`config.mk`:
```
export PLATFORM = sky130hd
export DESIGN_NAME = dual_cyclic_timer_control
export DESIGN_NICKNAME = d
export VERILOG_FILES = /design/src/include/cyc_timer_pkg.sv /design/src/verilog/dual_cyclic_timer_control.sv
export SDC_FILE = /design/constraint.sdc
export NUM_CORES = 1
export LEC_CHECK = 0
export ABC_AREA = 1
export BUFFER_PORTS_ARGS = -buffer_cell sky130_fd_sc_hd__buf_4
export CORE_MARGIN = 2
export CORE_UTILIZATION = 56
export CTS_CLUSTER_DIAMETER = 100
export DETAILED_ROUTE_END_ITERATION = 12
export HOLD_SLACK_MARGIN = 0.05
export PLACE_DENSITY = 0.78
export REMOVE_ABC_BUFFERS = 1
export SLEW_MARGIN = 10
export SYNTH_ARGS = -nofsm -noshare
export SYNTH_HDL_FRONTEND = slang
export SYNTH_SLANG_ARGS = --single-unit
```
`constraint.sdc`:
```
create_clock -name ref_clk -period 3.75 [get_ports ref_clk]
set_clock_uncertainty 0.2 [all_clocks]
set_input_delay 0.75 -clock ref_clk [delete_from_list [all_inputs] [get_ports ref_clk]]
set_output_delay 0.75 -clock ref_clk [all_outputs]
set_load 0.05 [all_outputs]
```
`src/include/cyc_timer_pkg.sv`:
```
`default_nettype none
package cyc_timer_pkg;

  localparam int unsigned CLK_HZ    = 200_000_000;
  localparam int unsigned US_PER_S  = 1_000_000;
  localparam int unsigned CYC_PER_US = CLK_HZ / US_PER_S;

  localparam logic [6:0]  CTRL_REG_ADDR  = 7'h06;
  localparam logic [15:0] CTRL_REG_RST   = 16'h0000;
  // Reserved bits 12 and 3 are never stored
  localparam logic [15:0] CTRL_REG_WMASK = 16'heff7;

  // Times in microseconds
  localparam int unsigned ON_T1_US  = 100;
  localparam int unsigned ON_T2_US  = 300;
  localparam int unsigned ON_T3_US  = 1_000;
  localparam int unsigned ON_T4_US  = 10_000;
  localparam int unsigned ON_T5_US  = 20_000;
  localparam int unsigned PER_T0_US = 10_000;
  localparam int unsigned PER_T1_US = 20_000;
  localparam int unsigned PER_T2_US = 50_000;
  localparam int unsigned PER_T3_US = 100_000;
  localparam int unsigned PER_T4_US = 200_000;
  localparam int unsigned PER_T5_US = 500_000;
  localparam int unsigned PER_T6_US = 1_000_000;
  localparam int unsigned PER_T7_US = 2_000_000;
  localparam int unsigned FILT_US   = 16;

  localparam int unsigned FILT_CYC = FILT_US * CYC_PER_US;

  localparam logic [2:0] ON_OFF_LOW  = 3'h0;
  localparam logic [2:0] ON_OFF_HIGH = 3'h6;
  localparam logic [1:0] WAKE_NONE   = 2'h0;
  localparam logic [1:0] WAKE_FIRST  = 2'h1;
  localparam logic [1:0] WAKE_SECOND = 2'h2;
  localparam logic [2:0] FILT_CYC_FIRST  = 3'h2;
  localparam logic [2:0] FILT_CYC_SECOND = 3'h3;

  typedef struct packed {
    logic [2:0] second_on_time_sel;
    logic       rsvd_hi;
    logic [2:0] second_period_sel;
    logic [1:0] cyclic_wake_sel;
    logic [2:0] first_on_time_sel;
    logic       rsvd_lo;
    logic [2:0] first_period_sel;
  } timer_ctrl_t;

  typedef struct packed {
    logic       wr;
    logic       rd;
    logic [6:0] addr;
    logic [15:0] wdata;
  } reg_req_t;

endpackage
`default_nettype wire

```
`src/verilog/dual_cyclic_timer_control.sv`:
```
`timescale 1ns/1ps
`default_nettype none
module dual_cyclic_timer_control
  import cyc_timer_pkg::*;
#(
  parameter int unsigned US_CYCLES = CYC_PER_US
) (
  input  wire logic        ref_clk,
  input  wire logic        rst,
  input  wire logic        soft_rst,
  input  wire logic        restart_entry,
  input  wire reg_req_t    req,
  output logic [15:0]      rdata,
  input  wire logic [1:0]  sense_clear,
  input  wire logic [2:0]  wake_filter_sel,
  input  wire logic        wake_in,
  output logic [1:0]       timer_out,
  output logic [1:0]       period_start,
  output logic [1:0]       cyc_wake_event,
  output logic             wake_detected
);

  timer_ctrl_t ctrl_q;
  timer_ctrl_t ctrl_d;
  logic [15:0] rdata_q;
  logic [15:0] rdata_d;
  logic [2:0]  on_sel   [2];
  logic [2:0]  per_sel  [2];
  logic        on_end   [2];

  assign on_sel[0]  = ctrl_q.first_on_time_sel;
  assign on_sel[1]  = ctrl_q.second_on_time_sel;
  assign per_sel[0] = ctrl_q.first_period_sel;
  assign per_sel[1] = ctrl_q.second_period_sel;

  function automatic logic [21:0] on_us(input logic [2:0] code);
    case (code)
      3'h1:    on_us = 22'(ON_T1_US);
      3'h2:    on_us = 22'(ON_T2_US);
      3'h3:    on_us = 22'(ON_T3_US);
      3'h4:    on_us = 22'(ON_T4_US);
      3'h5:    on_us = 22'(ON_T5_US);
      default: on_us = 22'h0;
    endcase
  endfunction

  function automatic logic [21:0] per_us(input logic [2:0] code);
    case (code)
      3'h0:    per_us = 22'(PER_T0_US);
      3'h1:    per_us = 22'(PER_T1_US);
      3'h2:    per_us = 22'(PER_T2_US);
      3'h3:    per_us = 22'(PER_T3_US);
      3'h4:    per_us = 22'(PER_T4_US);
      3'h5:    per_us = 22'(PER_T5_US);
      3'h6:    per_us = 22'(PER_T6_US);
      default: per_us = 22'(PER_T7_US);
    endcase
  endfunction

  // Register access and clearing
  always_comb begin
    ctrl_d  = ctrl_q;
    rdata_d = rdata_q;
    if (req.rd && req.addr == CTRL_REG_ADDR) begin
      rdata_d = 16'(ctrl_q) & CTRL_REG_WMASK;
    end else if (req.rd) begin
      rdata_d = 16'h0000;
    end
    if (req.wr && req.addr == CTRL_REG_ADDR) begin
      ctrl_d = timer_ctrl_t'(req.wdata & CTRL_REG_WMASK);
    end
    // Other failures do not touch the fields
    if (sense_clear[0]) begin
      ctrl_d.first_on_time_sel = ON_OFF_LOW;
      ctrl_d.first_period_sel  = 3'h0;
    end
    if (sense_clear[1]) begin
      ctrl_d.second_on_time_sel = ON_OFF_LOW;
      ctrl_d.second_period_sel  = 3'h0;
    end
    if (soft_rst || restart_entry) begin
      ctrl_d = timer_ctrl_t'(CTRL_REG_RST);
    end
  end

  always_ff @(posedge ref_clk or posedge rst) begin
    if (rst) begin
      ctrl_q  <= timer_ctrl_t'(CTRL_REG_RST);
      rdata_q <= 16'h0000;
    end else begin
      ctrl_q  <= ctrl_d;
      rdata_q <= rdata_d;
    end
  end

  assign rdata = rdata_q;

  // Shared microsecond tick and one per-timer counter for both period and on-time
  logic [7:0] pre_q;
  logic [7:0] pre_d;
  logic       tick;
  assign tick = (pre_q == 8'(US_CYCLES - 1));

  always_comb begin
    pre_d = tick ? 8'h00 : pre_q + 8'h01;
  end

  always_ff @(posedge ref_clk or posedge rst) begin
    if (rst) begin
      pre_q <= 8'h00;
    end else begin
      pre_q <= pre_d;
    end
  end

  genvar g;
  generate
    for (g = 0; g < 2; g++) begin : gen_tmr
      logic [21:0] cnt_q;
      logic [21:0] cnt_d;
      logic        out_q;
      logic        out_d;
      logic        start_q;
      logic        start_d;
      logic        running;
      logic        hold_high;

      assign running   = (on_sel[g] != ON_OFF_LOW) && (on_sel[g] < ON_OFF_HIGH);
      assign hold_high = (on_sel[g] >= ON_OFF_HIGH);

      always_comb begin
        cnt_d   = cnt_q;
        start_d = 1'b0;
        out_d   = 1'b0;
        if (!running) begin
          // Preload so the first tick opens a full period, unless the starting write also selects a longer period
          cnt_d = per_us(per_sel[g]) - 22'h1;
          out_d = hold_high;
        end else if (tick) begin
          if (cnt_q >= per_us(per_sel[g]) - 22'h1) begin
            cnt_d   = 22'h0;
            start_d = 1'b1;
          end else begin
            cnt_d = cnt_q + 22'h1;
          end
          out_d = (cnt_d < on_us(on_sel[g]));
        end else begin
          out_d = out_q;
        end
      end

      always_ff @(posedge ref_clk or posedge rst) begin
        if (rst) begin
          cnt_q   <= 22'h0;
          out_q   <= 1'b0;
          start_q <= 1'b0;
        end else begin
          cnt_q   <= cnt_d;
          out_q   <= out_d;
          start_q <= start_d;
        end
      end

      assign on_end[g]       = running && out_q && !out_d;
      assign timer_out[g]    = out_q;
      assign period_start[g] = start_q;
    end
  endgenerate

  // Cyclic wake and timer-based wake filter
  logic [1:0] cw_q;
  logic [1:0] cw_d;
  localparam int unsigned FILT_LIMIT = FILT_US * US_CYCLES;
  logic [11:0] filt_q;
  logic [11:0] filt_d;
  logic       wdet_q;
  logic       wdet_d;
  logic       filt_timer;
  logic       filt_end;

  always_comb begin
    cw_d       = 2'b00;
    filt_timer = 1'b0;
    filt_end   = 1'b0;
    if (ctrl_q.cyclic_wake_sel == WAKE_FIRST) begin
      cw_d[0] = on_end[0];
    end else if (ctrl_q.cyclic_wake_sel == WAKE_SECOND) begin
      cw_d[1] = on_end[1];
    end
    // WAKE_NONE and reserved code leave both clear
    if (wake_filter_sel == FILT_CYC_FIRST) begin
      filt_timer = 1'b1;
      filt_end   = on_end[0];
    end else if (wake_filter_sel == FILT_CYC_SECOND) begin
      filt_timer = 1'b1;
      filt_end   = on_end[1];
    end
    // Window of 16 us of steady high input just before on-time ends
    if (!wake_in) begin
      filt_d = 12'h000;
    end else if (filt_q != 12'(FILT_LIMIT)) begin
      filt_d = filt_q + 12'h001;
    end else begin
      filt_d = filt_q;
    end
    wdet_d = filt_timer && filt_end && (filt_q == 12'(FILT_LIMIT));
  end

  always_ff @(posedge ref_clk or posedge rst) begin
    if (rst) begin
      cw_q   <= 2'b00;
      filt_q <= 12'h000;
      wdet_q <= 1'b0;
    end else begin
      cw_q   <= cw_d;
      filt_q <= filt_d;
      wdet_q <= wdet_d;
    end
  end

  assign cyc_wake_event = cw_q;
  assign wake_detected  = wdet_q;

endmodule
`default_nettype wire

```
==> results.sh <==
export IMPL_capture_point_of_the_worst_reg_to_reg_path="gen_tmr[0].out_q"
export IMPL_synth_seq_area_share=0.323
export IMPL_final_cells=1429
export IMPL_total_congestion_overflow=0
export IMPL_final_fill_count=1021
export IMPL_grt_max_degree=60
export IMPL_avgViaCountPerCell=5.52
export IMPL_cts_sinks=99
export IMPL_critPathLaunchType="flip-flop"
export IMPL_fp_row_count=42
export IMPL_num_io_pins=58
export IMPL_die_w_um=121
export IMPL_grt_pass1_vias=7470
export IMPL_synth_lib_cells_used_distinct=42
export IMPL_synthesis_instances=1099
export IMPL_final_layout_size_suffix_gt1_frac=0.229
export IMPL_worstSetupStartpoint="ctrl_q[1]"
export IMPL_antenna_found_initial=0
export IMPL_floorplan_initialDensity=0.576
export IMPL_yosys_area_top_type_share=0.323
export IMPL_fin_ws_ns=-0.120
export IMPL_detail_route_first_pass_iterations=6
export IMPL_tritoncts="done"
export IMPL_period_needed_ns=3.87
export IMPL_slew_viols_final=0
export IMPL_grt_first_pass_wirelength_mm=34.7
export IMPL_yosysWarnings=0
export IMPL_detailed_route_drc_error_count=0
export IMPL_critical_path_required_ns=3.85
export IMPL_hp_start="ctrl_q[7]"
export IMPL_ys_seq_elements=99
export IMPL_via_count=7888
export IMPL_detailed_place_area_um2=8780
export IMPL_drt_first_iter_violations=662
export IMPL_ctsRootBufferMaster="sky130_fd_sc_hd__clkbuf_16"
export IMPL_placement_io_buffers=53
export IMPL_worstPathArrival_ns=3.97
export IMPL_report_final_setup_viol=3
export IMPL_post_cts_hold_buffer_count=0
export IMPL_dp_cells=1387
export IMPL_timing_reg2reg_setup_slack_ns=-0.12
export IMPL_cp_cell_sequence="inv_2 > nor2_2 > buf_4 > nor2_2 > xor2_2 > ha_2 > nand2_1 > nor2_1 > nand2_1 > nand3b_1 > buf_6 > nand3_4 > nor3b_2 > buf_4 > ha_4 > a21oi_2 > nand2_1 > nand2_1 > nand3_2 > a21oi_2 > nand3_2 > buf_4 > buf_4 > nand2_1"
export IMPL_cp_top_family="simple AND/OR/NAND/NOR gates"
export IMPL_max_vdd_ir_drop_mv=0.274
export IMPL_critPathCaptureType="flip-flop"
export IMPL_post_route_util=0.727
export IMPL_synth_edf_count=0
export IMPL_crit_type="flip-flop to flip-flop"
export IMPL_timing_worst_slew_pin_value_ns=0.756
export IMPL_hold_path_end="cyc_wake_event[1]"
export IMPL_timing_fmax_mhz=258
export IMPL_total_leakage_power_nw=4.82
export IMPL_timing_critical_path_buf_inv=6
export IMPL_timing_hold_violations_final=0
export IMPL_worst_path_largest_cell_delay_ns=0.45
export IMPL_clockBufferDepth=2
export IMPL_avgSynthCellArea_um2=6.97
export IMPL_area_growth_pct=26.1
export IMPL_critical_path_peak_fanout=5
export IMPL_drt_total_wl_mm=22.4
export IMPL_result_of_the_run="finished with violations"
export IMPL_gp_congestion=0.936
export IMPL_totalPowerFinal_mw=2.17
export IMPL_die_h_um=121
export IMPL_clkSlewWorstSetupHoldPaths_ns=0.07
export IMPL_maximum_level_of_the_cts_h_tree=3
export IMPL_slew_limit_headroom=0.496
export IMPL_rsz0062_at_grt="true"
export IMPL_synth_largest_area_cell="sky130_fd_sc_hd__dfrtp_1"
export IMPL_synthTopCellsByArea="sky130_fd_sc_hd__dfrtp_1 32%, sky130_fd_sc_hd__nand2_1 14%, sky130_fd_sc_hd__ha_1 12%"
export IMPL_nNetsFinal=1355
export IMPL_worstHoldPathType="flip-flop to flip-flop"
export IMPL_synthArstFlopShare=1.00
export IMPL_worst_r2r_startpoint="ctrl_q[1]"
export IMPL_antenna_diode_count=0
export IMPL_wire_per_inst_um=15.7
export IMPL_design_die_area_um2=14600
export IMPL_post_route_period_util=1.03
export IMPL_power_density_nw_per_um2=225
export IMPL_tritoncts_num_buffers=9
export IMPL_maxCapViolCount=0
export IMPL_core_area_um2=13300
export IMPL_ys_dominant_reg_cell="sky130_fd_sc_hd__dfrtp_1"
export IMPL_hpwl_detailed_mm=15.9
export IMPL_final_antenna_net_count=0
export IMPL_worst_r2r_path_depth=24
export IMPL_globalRouteTotalUtil=0.299
export IMPL_post_synthesis_instance_area_um2=7660
export IMPL_crit_path_frequent_cell="sky130_fd_sc_hd__nand2_1"
export IMPL_failed_checks="setup timing"
export IMPL_critPathSlowestCell="sky130_fd_sc_hd__dfrtp_1"
export IMPL_area_of_all_placed_cells_without_fillers_um2=9660
export IMPL_timing_hold_worst_path_depth=1
export IMPL_worstSkewPairLatency_ns=0.36
per-stage QoR:
step                hold WS, ns  setup TNS [ns]  setup slack [ns]
global placement          0.217          -0.331            -0.183
global route              0.264          -0.817            -0.313
CTS                       0.241               0           0.00222
floorplan                 0.206          -0.444            -0.228
finish                    0.247          -0.206            -0.120
detailed placement        0.231          -0.519            -0.233
area by class of cell:
type / instances / area (um^2) / area share
inverters: 177 / 667 / 0.0690
clock buffers: 10 / 239 / 0.0247
clock inverters: 5 / 42.5 / 0.00440
multi-input cells: 804 / 4790 / 0.496
repair buffers: 158 / 1220 / 0.126
flip-flops and latches: 99 / 2480 / 0.257
well taps: 176 / 220 / 0.0228
power breakdown:
| part | internal, mW | total [mW] | switching, mW |
|---|---|---|---|
| logic | 0.0761 | 0.172 | 0.0961 |
| registers | 1.07 | 1.07 | 0.00305 |
| clock network | 0.476 | 0.928 | 0.452 |
| total | 1.62 | 2.17 | 0.551 |
worst max path at each step:
stage	end	cells after the start	slack, ns
after floorplan	wake_detected	24	-0.23
after global placement	wake_detected	26	-0.18
after detailed placement	wake_detected	25	-0.23
after CTS	wake_detected	27	0.002
after global routing	wake_detected	26	-0.31
final	gen_tmr[0].out_q	24	-0.12
flip-flops by register name, indices dropped and copies added (netlist names):
register,count
gen_tmr.out_q,2
ctrl_q,14
pre_q,8
gen_tmr.cnt_q,44
gen_tmr.start_q,2
wake_detected,1
rdata,14
cyc_wake_event,2
filt_q,12
cell usage after synthesis (2+ instances only):
library cell	count
sky130_fd_sc_hd__o22ai_1	18
sky130_fd_sc_hd__a32o_1	6
sky130_fd_sc_hd__nor3_1	17
sky130_fd_sc_hd__o211ai_1	12
sky130_fd_sc_hd__and3_1	2
sky130_fd_sc_hd__nor2_4	8
sky130_fd_sc_hd__or2_2	2
sky130_fd_sc_hd__a211oi_1	3
sky130_fd_sc_hd__nand3_2	6
sky130_fd_sc_hd__a21oi_1	39
sky130_fd_sc_hd__inv_2	4
sky130_fd_sc_hd__a221oi_1	6
sky130_fd_sc_hd__o21ai_0	41
sky130_fd_sc_hd__inv_1	173
sky130_fd_sc_hd__buf_4	6
sky130_fd_sc_hd__nand2_2	5
sky130_fd_sc_hd__a31oi_1	4
sky130_fd_sc_hd__o31ai_1	2
sky130_fd_sc_hd__nand3_1	42
sky130_fd_sc_hd__ha_1	71
sky130_fd_sc_hd__xor2_1	16
sky130_fd_sc_hd__xnor2_1	4
sky130_fd_sc_hd__o221ai_1	18
sky130_fd_sc_hd__nor2_2	6
sky130_fd_sc_hd__a21o_1	2
sky130_fd_sc_hd__nand2_1	295
sky130_fd_sc_hd__conb_1	2
sky130_fd_sc_hd__nand4_1	7
sky130_fd_sc_hd__nor2_1	146
sky130_fd_sc_hd__a22oi_1	2
sky130_fd_sc_hd__nor3b_1	4
sky130_fd_sc_hd__clkbuf_1	12
sky130_fd_sc_hd__nand3b_1	2
sky130_fd_sc_hd__a21oi_2	2
sky130_fd_sc_hd__dfrtp_1	99
sky130_fd_sc_hd__nor4_1	5
sky130_fd_sc_hd__buf_2	5
routing by layer:
metal,vias to the layer above,GRT usage,part of all wire
met1,3683,0.374,0.41
met3,64,0.0517,0.059
met4,0,0.126,0.032
met2,283,0.509,0.50
met5,-,0,0
li1,3858,-,-
layout by cell type, fill, tap and decap left out, types with 6 or more instances in the layout:
| cell type | instances |
|---|---|
| sky130_fd_sc_hd__ha_1 | 64 |
| sky130_fd_sc_hd__a21oi_2 | 7 |
| sky130_fd_sc_hd__nor2_2 | 18 |
| sky130_fd_sc_hd__nor2_4 | 16 |
| sky130_fd_sc_hd__nand2_1 | 280 |
| sky130_fd_sc_hd__nand2_2 | 19 |
| sky130_fd_sc_hd__o22ai_1 | 18 |
| sky130_fd_sc_hd__conb_1 | 6 |
| sky130_fd_sc_hd__a32o_1 | 6 |
| sky130_fd_sc_hd__dfrtp_1 | 96 |
| sky130_fd_sc_hd__inv_1 | 164 |
| sky130_fd_sc_hd__inv_2 | 12 |
| sky130_fd_sc_hd__buf_4 | 151 |
| sky130_fd_sc_hd__o21ai_0 | 33 |
| sky130_fd_sc_hd__o211ai_1 | 12 |
| sky130_fd_sc_hd__clkbuf_16 | 9 |
| sky130_fd_sc_hd__nand3_2 | 9 |
| sky130_fd_sc_hd__a21oi_1 | 32 |
| sky130_fd_sc_hd__xor2_1 | 15 |
| sky130_fd_sc_hd__nand3_1 | 38 |
| sky130_fd_sc_hd__nand4_1 | 7 |
| sky130_fd_sc_hd__nor2_1 | 126 |
| sky130_fd_sc_hd__buf_6 | 6 |
| sky130_fd_sc_hd__o221ai_1 | 18 |
| sky130_fd_sc_hd__nor3_1 | 16 |
what timing repair did:
| action | CTS | global route |
|---|---|---|
| endpoints found under the setup margin | 5 | 5 |
| setup buffers | 9 | 17 |
| gates cloned | 1 | 0 |
| pin swaps | 18 | 44 |
| resized for setup | 43 | 67 |
kinds of logic after synthesis:
| logic type | share of synthesized area |
|---|---|
| other cells | 0.000980 |
| flops | 0.323 |
| fa+ha+maj | 0.116 |
| xor+xnor | 0.0229 |
| simple gates | 0.305 |
| buf+inv | 0.102 |
| compound gates | 0.129 |
(Power assumes the default switching activity.)
